## config.mk

```make
export PLATFORM = sky130hd
export DESIGN_NAME = fpg_top
export DESIGN_NICKNAME = d
export VERILOG_FILES = /design/src/fpg_pkg.sv /design/src/fpg_port.sv /design/src/fpg_top.sv
export SDC_FILE = /design/constraint.sdc
export NUM_CORES = 1
export LEC_CHECK = 0
export ABC_AREA = 0
export BUFFER_PORTS_ARGS = -buffer_cell sky130_fd_sc_hd__buf_2
export CAP_MARGIN = 20
export CORE_UTILIZATION = 35
export CTS_BUF_LIST = sky130_fd_sc_hd__clkbuf_16
export DETAILED_ROUTE_END_ITERATION = 6
export GPL_TIMING_DRIVEN = 0
export REMOVE_ABC_BUFFERS = 1
export SLEW_MARGIN = 10
export SYNTH_ARGS = -nofsm -noshare
export SYNTH_HDL_FRONTEND = slang
export SYNTH_SLANG_ARGS = --single-unit
```

## constraint.sdc

```tcl
create_clock -name hclk -period 3.08 [get_ports hclk]
set_input_delay 0.308 -clock hclk [delete_from_list [all_inputs] [get_ports hclk]]
set_output_delay 0.308 -clock hclk [all_outputs]
set_load 0.05 [all_outputs]
```

## src/fpg_pkg.sv

```systemverilog
// fpg_pkg: register map, reset values and pin bundles of the four-port gpio
package fpg_pkg;

  // ---------------------------------------------------------------
  // register indices (byte address is four times the index)
  // ---------------------------------------------------------------
  localparam logic [5:0] FPG_IDX_PORT_A_LATCH = 6'h00;
  localparam logic [5:0] FPG_IDX_PORT_B_LATCH = 6'h01;
  localparam logic [5:0] FPG_IDX_PORT_C_LATCH = 6'h02;
  localparam logic [5:0] FPG_IDX_PORT_D_LATCH = 6'h03;
  localparam logic [5:0] FPG_IDX_PORT_A_DIR = 6'h04;
  localparam logic [5:0] FPG_IDX_PORT_B_DIR = 6'h05;
  localparam logic [5:0] FPG_IDX_PORT_C_DIR = 6'h06;
  localparam logic [5:0] FPG_IDX_PORT_D_DIR = 6'h07;
  localparam logic [5:0] FPG_IDX_OPTION = 6'h1D;
  localparam logic [5:0] FPG_IDX_KEYPAD_EN = 6'h1E;
  localparam int FPG_IDX_LSB = 2;

  // ---------------------------------------------------------------
  // widths, field positions, reset values
  // ---------------------------------------------------------------
  localparam int FPG_WIDE = 8;
  localparam int FPG_NARROW = 5;
  localparam int FPG_OPT_PA_BIT = 0;
  localparam int FPG_OPT_PB_BIT = 1;
  localparam int FPG_OPT_PC_BIT = 2;
  localparam int FPG_OPT_LED_BIT = 5;
  localparam logic [7:0] FPG_OPT_MASK = 8'h27;
  localparam logic [7:0] FPG_OPT_RESET = 8'h20;
  localparam logic [7:0] FPG_DIR_RESET = 8'h00;
  localparam logic [7:0] FPG_KEYPAD_RESET = 8'h00;
  localparam logic [31:0] FPG_RDATA_RESET = 32'h0000_0000;

  // ---------------------------------------------------------------
  // bus slave states and pin bundles
  // ---------------------------------------------------------------
  typedef enum logic [1:0] {
    FPG_ST_IDLE = 2'b00,
    FPG_ST_WRITE = 2'b01,
    FPG_ST_STALL = 2'b10
  } fpg_state_t;

  typedef struct packed {
    logic [7:0] out;
    logic [7:0] oe;
    logic [7:0] pull_en;
  } fpg_pin8_t;

  typedef struct packed {
    logic [4:0] out;
    logic [4:0] oe;
    logic [4:0] pull_en;
  } fpg_pin5_t;

endpackage : fpg_pkg

```

## src/fpg_port.sv

```systemverilog
// fpg_port: one port's latch, direction, pin sampler and pull-up control
`timescale 1ns/100ps
module fpg_port #(
  parameter int W = 8
) (
  input wire logic hclk,
  input wire logic hresetn,
  input wire logic wr_latch,
  input wire logic wr_dir,
  input wire logic [W-1:0] wdata,
  input wire logic [W-1:0] pin_in,
  input wire logic [W-1:0] pullup_req,
  output logic [W-1:0] latch_q,
  output logic [W-1:0] dir_q,
  output logic [W-1:0] pullup_q,
  output logic [W-1:0] rd_val
);
  import fpg_pkg::*;

  logic [W-1:0] sync1_r;
  logic [W-1:0] sync2_r;

  // ---------------------------------------------------------------
  // data latch: no reset, contents survive a system reset
  // ---------------------------------------------------------------
  always_ff @(posedge hclk) begin
    if (wr_latch) begin
      latch_q <= wdata;
    end
  end

  // ---------------------------------------------------------------
  // direction: one enables the pin driver
  // ---------------------------------------------------------------
  always_ff @(posedge hclk or negedge hresetn) begin
    if (!hresetn) begin
      dir_q <= FPG_DIR_RESET[W-1:0];
    end else if (wr_dir) begin
      dir_q <= wdata;
    end
  end

  // pins are asynchronous to hclk
  always_ff @(posedge hclk or negedge hresetn) begin
    if (!hresetn) begin
      sync1_r <= '0;
      sync2_r <= '0;
    end else begin
      sync1_r <= pin_in;
      sync2_r <= sync1_r;
    end
  end

  // pull-ups only on pins acting as inputs
  always_ff @(posedge hclk or negedge hresetn) begin
    if (!hresetn) begin
      pullup_q <= '0;
    end else begin
      pullup_q <= pullup_req & ~dir_q;
    end
  end

  // ---------------------------------------------------------------
  // read value: latch for outputs, sampled pin for inputs
  // ---------------------------------------------------------------
  for (genvar i = 0; i < W; i++) begin : g_rd
    assign rd_val[i] = dir_q[i] ? latch_q[i] : sync2_r[i];
  end

endmodule : fpg_port

```

## src/fpg_top.sv

```systemverilog
// fpg_top: ahb-lite register slave and four bidirectional gpio ports
//
// What this block does
// direction one drives pin, zero floats it
// reset clears all direction bits
// reset leaves data latches unchanged
// output bits read back the latch
// input bits read back the pin
// latch writes always take effect
// latch write never drives an input pin
// software loads latch before setting direction
// port a pull-ups on inputs when enabled
// port b pull-ups on inputs when enabled
// port c pull-ups on inputs when enabled
// one option bit selects led drive
// ports a, b, d eight pins; c five
// keypad-enabled port d inputs get pull-ups
// keypad enable bits make pins interrupt inputs
// port c upper bits read zero
// direction reads return last written value
`timescale 1ns/100ps
module fpg_top (
  input wire logic hclk,
  input wire logic hresetn,
  input wire logic hsel,
  input wire logic [31:0] haddr,
  input wire logic [1:0] htrans,
  input wire logic hwrite,
  input wire logic [2:0] hsize,
  input wire logic [31:0] hwdata,
  input wire logic hready,
  output logic hreadyout,
  output logic hresp,
  output logic [31:0] hrdata,
  input wire logic [7:0] pa_pin_in,
  input wire logic [7:0] pb_pin_in,
  input wire logic [4:0] pc_pin_in,
  input wire logic [7:0] pd_pin_in,
  output fpg_pkg::fpg_pin8_t pa_pins,
  output fpg_pkg::fpg_pin8_t pb_pins,
  output fpg_pkg::fpg_pin5_t pc_pins,
  output fpg_pkg::fpg_pin8_t pd_pins,
  output logic led_drive_select,
  output logic [7:0] port_d_keypad_irq_enables
);
  import fpg_pkg::*;

  // ---------------------------------------------------------------
  // bus slave state
  // ---------------------------------------------------------------
  fpg_state_t st_r;
  logic [5:0] addr_r;
  logic accept;
  logic wr_en;
  logic [5:0] rd_idx;
  logic [7:0] rd_byte;
  logic [7:0] port_option_control_r;
  logic [7:0] port_d_keypad_irq_enable_reg_r;
  logic [7:0] pa_rd;
  logic [7:0] pb_rd;
  logic [4:0] pc_rd;
  logic [7:0] pd_rd;

  assign accept = hsel & htrans[1] & hready;
  assign wr_en = (st_r == FPG_ST_WRITE);
  // a read right behind a write waits one cycle so it sees the new value
  assign rd_idx = (st_r == FPG_ST_STALL) ? addr_r :
                  haddr[FPG_IDX_LSB +: 6];

  always_ff @(posedge hclk or negedge hresetn) begin
    if (!hresetn) begin
      st_r <= FPG_ST_IDLE;
      hreadyout <= 1'b1;
    end else begin
      case (st_r)
        FPG_ST_IDLE, FPG_ST_WRITE: begin
          if (accept && hwrite) begin
            st_r <= FPG_ST_WRITE;
          end else if (accept && st_r == FPG_ST_WRITE) begin
            st_r <= FPG_ST_STALL;
            hreadyout <= 1'b0;
          end else begin
            st_r <= FPG_ST_IDLE;
          end
        end
        FPG_ST_STALL: begin
          st_r <= FPG_ST_IDLE;
          hreadyout <= 1'b1;
        end
        default: begin
          st_r <= FPG_ST_IDLE;
          hreadyout <= 1'b1;
        end
      endcase
    end
  end

  always_ff @(posedge hclk or negedge hresetn) begin
    if (!hresetn) begin
      addr_r <= '0;
    end else if (accept) begin
      addr_r <= haddr[FPG_IDX_LSB +: 6];
    end
  end

  // every transfer ends okay; unmapped words read zero, writes vanish
  always_ff @(posedge hclk or negedge hresetn) begin
    if (!hresetn) begin
      hresp <= 1'b0;
    end else begin
      hresp <= 1'b0;
    end
  end

  always_comb begin
    case (rd_idx)
      FPG_IDX_PORT_A_LATCH: rd_byte = pa_rd;
      FPG_IDX_PORT_B_LATCH: rd_byte = pb_rd;
      FPG_IDX_PORT_C_LATCH: rd_byte = {3'h0, pc_rd};
      FPG_IDX_PORT_D_LATCH: rd_byte = pd_rd;
      FPG_IDX_PORT_A_DIR: rd_byte = pa_pins.oe;
      FPG_IDX_PORT_B_DIR: rd_byte = pb_pins.oe;
      FPG_IDX_PORT_C_DIR: rd_byte = {3'h0, pc_pins.oe};
      FPG_IDX_PORT_D_DIR: rd_byte = pd_pins.oe;
      FPG_IDX_OPTION: rd_byte = port_option_control_r;
      FPG_IDX_KEYPAD_EN: rd_byte = port_d_keypad_irq_enable_reg_r;
      default: rd_byte = 8'h00;
    endcase
  end

  always_ff @(posedge hclk or negedge hresetn) begin
    if (!hresetn) begin
      hrdata <= FPG_RDATA_RESET;
    end else if ((accept && !hwrite && st_r != FPG_ST_WRITE) ||
                 st_r == FPG_ST_STALL) begin
      hrdata <= {24'h00_0000, rd_byte};
    end
  end

  // ---------------------------------------------------------------
  // option and keypad enable registers
  // ---------------------------------------------------------------
  always_ff @(posedge hclk or negedge hresetn) begin
    if (!hresetn) begin
      port_option_control_r <= FPG_OPT_RESET;
    end else if (wr_en && addr_r == FPG_IDX_OPTION) begin
      port_option_control_r <= hwdata[7:0] & FPG_OPT_MASK;
    end
  end

  always_ff @(posedge hclk or negedge hresetn) begin
    if (!hresetn) begin
      port_d_keypad_irq_enable_reg_r <= FPG_KEYPAD_RESET;
    end else if (wr_en && addr_r == FPG_IDX_KEYPAD_EN) begin
      port_d_keypad_irq_enable_reg_r <= hwdata[7:0];
    end
  end

  always_ff @(posedge hclk or negedge hresetn) begin
    if (!hresetn) begin
      led_drive_select <= FPG_OPT_RESET[FPG_OPT_LED_BIT];
      port_d_keypad_irq_enables <= FPG_KEYPAD_RESET;
    end else begin
      led_drive_select <= port_option_control_r[FPG_OPT_LED_BIT];
      port_d_keypad_irq_enables <= port_d_keypad_irq_enable_reg_r;
    end
  end

  // ---------------------------------------------------------------
  // the four ports
  // ---------------------------------------------------------------
  fpg_port #(.W(FPG_WIDE)) u_port_a (
    .hclk(hclk),
    .hresetn(hresetn),
    .wr_latch(wr_en && addr_r == FPG_IDX_PORT_A_LATCH),
    .wr_dir(wr_en && addr_r == FPG_IDX_PORT_A_DIR),
    .wdata(hwdata[7:0]),
    .pin_in(pa_pin_in),
    .pullup_req({8{port_option_control_r[FPG_OPT_PA_BIT]}}),
    .latch_q(pa_pins.out),
    .dir_q(pa_pins.oe),
    .pullup_q(pa_pins.pull_en),
    .rd_val(pa_rd)
  );

  fpg_port #(.W(FPG_WIDE)) u_port_b (
    .hclk(hclk),
    .hresetn(hresetn),
    .wr_latch(wr_en && addr_r == FPG_IDX_PORT_B_LATCH),
    .wr_dir(wr_en && addr_r == FPG_IDX_PORT_B_DIR),
    .wdata(hwdata[7:0]),
    .pin_in(pb_pin_in),
    .pullup_req({8{port_option_control_r[FPG_OPT_PB_BIT]}}),
    .latch_q(pb_pins.out),
    .dir_q(pb_pins.oe),
    .pullup_q(pb_pins.pull_en),
    .rd_val(pb_rd)
  );

  // upper three data bits of port c simply do not exist
  fpg_port #(.W(FPG_NARROW)) u_port_c (
    .hclk(hclk),
    .hresetn(hresetn),
    .wr_latch(wr_en && addr_r == FPG_IDX_PORT_C_LATCH),
    .wr_dir(wr_en && addr_r == FPG_IDX_PORT_C_DIR),
    .wdata(hwdata[4:0]),
    .pin_in(pc_pin_in),
    .pullup_req({5{port_option_control_r[FPG_OPT_PC_BIT]}}),
    .latch_q(pc_pins.out),
    .dir_q(pc_pins.oe),
    .pullup_q(pc_pins.pull_en),
    .rd_val(pc_rd)
  );

  // port d has no pull-up option; keypad enables request them
  fpg_port #(.W(FPG_WIDE)) u_port_d (
    .hclk(hclk),
    .hresetn(hresetn),
    .wr_latch(wr_en && addr_r == FPG_IDX_PORT_D_LATCH),
    .wr_dir(wr_en && addr_r == FPG_IDX_PORT_D_DIR),
    .wdata(hwdata[7:0]),
    .pin_in(pd_pin_in),
    .pullup_req(port_d_keypad_irq_enable_reg_r),
    .latch_q(pd_pins.out),
    .dir_q(pd_pins.oe),
    .pullup_q(pd_pins.pull_en),
    .rd_val(pd_rd)
  );

  logic rd_now;
  assign rd_now = accept && !hwrite && st_r != FPG_ST_WRITE;
endmodule : fpg_top

```

==> impl_metrics.ini <==
[outcome]
status = completed

[synthesis]
synthesis.area_um2 = 6940
ys_types = 58
synth_xor_area_frac = 0
synth_top_family_by_area = multiplexers
muxShareOfSynthArea = 0.119
ys_async_sr_fraction = 0.842
yosysWarningCount = 0
synth_edf_count = 29
ys_top_cells_by_area = dfrtp_1 54%, edfxtp_1 13%, mux2_2 11%
synth_common_cells = 151 x dfrtp_1, 66 x mux2_2, 32 x nor2b_1, 29 x edfxtp_1
synth_cells = 472
avgSynthCellArea_um2 = 14.7
synth_ff_type = dfrtp_1
synth-adder-area-share = 0
synthDominantCellAreaShare = 0.544
yosys.area_share.simple = 0.0865
synth_compound_area_frac = 0.0739
synth_top_cell_by_area = dfrtp_1
yosysMostFrequentCell = dfrtp_1
ys_ff_latch = 183
ys_seq_area_frac = 0.681

[critical_path]
crit_path_max_fanout = 21
worst_setup_path_start_kind = flop
worst_ep_required_time_ns = 3.42
worst-setup-path-type = reg2reg
end_kind = flop
crit_arrival_ns = 3.01

[place]
hpwlAfterDp_mm = 12.7
pre_cts_slack_ns = 0.453
io_buffers = 153
gp_congestion = 0.760

[routing]
drt_pre_antenna_iters = 4
routedWlPerCell_um = 19.5
met3_wirelength_mm = 1.27
wirelength_mm = 18.4
drtIter0Drc = 324
num_vias = 4583
met2_length_mm = 9.03
drc = 0
met1_length_mm = 7.79
viasPerCell = 4.85
ant_nets = 0
dr.max_layer_used = met4

[global_routing]
grt_pass1_vias = 4600
grt_pass1_wl_mm = 27.6
grt_overflow = 0
grt_max_degree = 81
grt_util_all_layers = 0.190
antenna_found_initial = 0

[clock_network]
clock_sinks = 183
cts_root_buffer = clkbuf_16
clkTransAtPathRegs_ns = 0.07
cts_tree = done
clock_latency_ns = 0.43
numCtsBuffers = 17
cts_buffer_depth = 2
cts_htree_levels = 4

[timing]
max_slew_margin = 0.390
setup_slack_ns = 0.413
fin_setup_tns_ns = 0
finalClockSkew_ns = 0.00981
tightestPinTransition_ns = 0.896
setup_viol = 0
drv_slew = 0
rsz0062_at_grt = no
whs_ns = 0.0198
period_minus_slack_ns = 2.67
final_hold_viol_count = 0
fin_crit_sh = 0.866
fmax_mhz = 375

[cells_and_area]
area_delta_synth_final_pct = 27.5
seq_area_um2 = 4730
nNetsFinal = 769
layout-drive-gt1-share = 0.408
fillers = 1791
multi_input_area_um2 = 2060
n_antenna_cell = 0

[floorplan]
die_w_um = 143
ios = 233
rows = 51
core_area_um2 = 19500
die-area_um2 = 20400
die_h_um = 143
start_util = 0.357

[power_and_ir_drop]
power_density_nw_per_um2 = 609
p_leak_uw = 0.00403
vdd_drop_max_mv = 0.342
p_total_uw = 5390

[hold_path]
hold_path_class = in2reg

[run]
maxCapViolCount = 0
-- per-stage QoR --
stage,util,std cells,area [um^2]
4_1_cts,0.455,944,8850
3_3_place_gp,0.404,877,7870
6_report,0.455,944,8850
3_5_place_dp,0.410,883,7980
2_1_floorplan,-,459,6770
5_1_grt,0.455,944,8850
-- power by group --
| part | internal [uW] | total (uW) | switching, uW |
|---|---|---|---|
| Combinational | 183 | 594 | 411 |
| Sequential | 2560 | 2660 | 95.0 |
| Clock | 1150 | 2140 | 994 |
| Total | 3890 | 5390 | 1500 |
-- kinds of logic after synthesis --
kind of cell           Yosys count
muxes                           73
DFF                            183
other                            1
and+or+nand+nor                108
AOI/OAI and AO/OA               67
buffers and inverters           40
-- cells in the final DEF (no fill, tap or decap), drive strengths merged, types with 3 or more instances in the layout --
| cell type | n |
|---|---|
| nor2b | 32 |
| a211oi | 3 |
| o31ai | 3 |
| nand2b | 8 |
| nor2 | 14 |
| clkbuf | 17 |
| a21oi | 8 |
| clkinv | 4 |
| dfrtp | 151 |
| edfxtp | 29 |
| buf | 159 |
| nand3 | 7 |
| mux2i | 5 |
| o22ai | 5 |
| conb | 25 |
| o2bb2ai | 3 |
| mux2 | 68 |
| inv | 12 |
| a222oi | 10 |
| o21ai | 15 |
| nand2 | 27 |
| dfstp | 3 |
| a22oi | 7 |
| dlygate4sd3 | 29 |
-- final cells by class --
cell class              instances  share of cell area
well taps                     265              0.0375
multi-input cells             273               0.233
clock inverters                15              0.0175
clock buffers                  17              0.0481
repair buffers                188               0.129
flip-flops and latches        183               0.534
inverters                       3             0.00127
-- repair_timing --
action,CTS,global route
buffers inserted,0,0
gates resized for setup,0,0
endpoints found under the hold margin,105,0
hold buffers,29,0
endpoints found under the setup margin,0,0
-- path summary, 6_finish.rpt --
check,from,to,slack (ns),depth (start not counted)
min in group asynchronous,hresetn,u_port_b.pullup_q[6],0.44,2
max reg2reg,st_r[0],hrdata[4],0.41,6
max in group asynchronous,hresetn,hreadyout,1.80,3
min reg2reg,u_port_a.sync1_r[7],u_port_a.sync2_r[7],0.35,0
max,st_r[0],hrdata[4],0.41,6
min,pa_pin_in[1],u_port_a.sync1_r[1],0.02,1
-- routing by layer --
metal | vias up | GRT usage
li1 | 2054 | -
met1 | 2344 | 0.244
met2 | 163 | 0.309
met3 | 22 | 0.0543
met4 | 0 | 0.0600
met5 | - | 0
-- critical path, cell delays in order (launching register included) --
cell,delay [ns]
dfrtp_1,0.45
nand2b_1,0.47
mux2i_4,0.85
o21bai_1,0.19
a21oi_2,0.36
nand2_1,0.09
o211ai_1,0.16
Power figures use the tool's default switching activity.
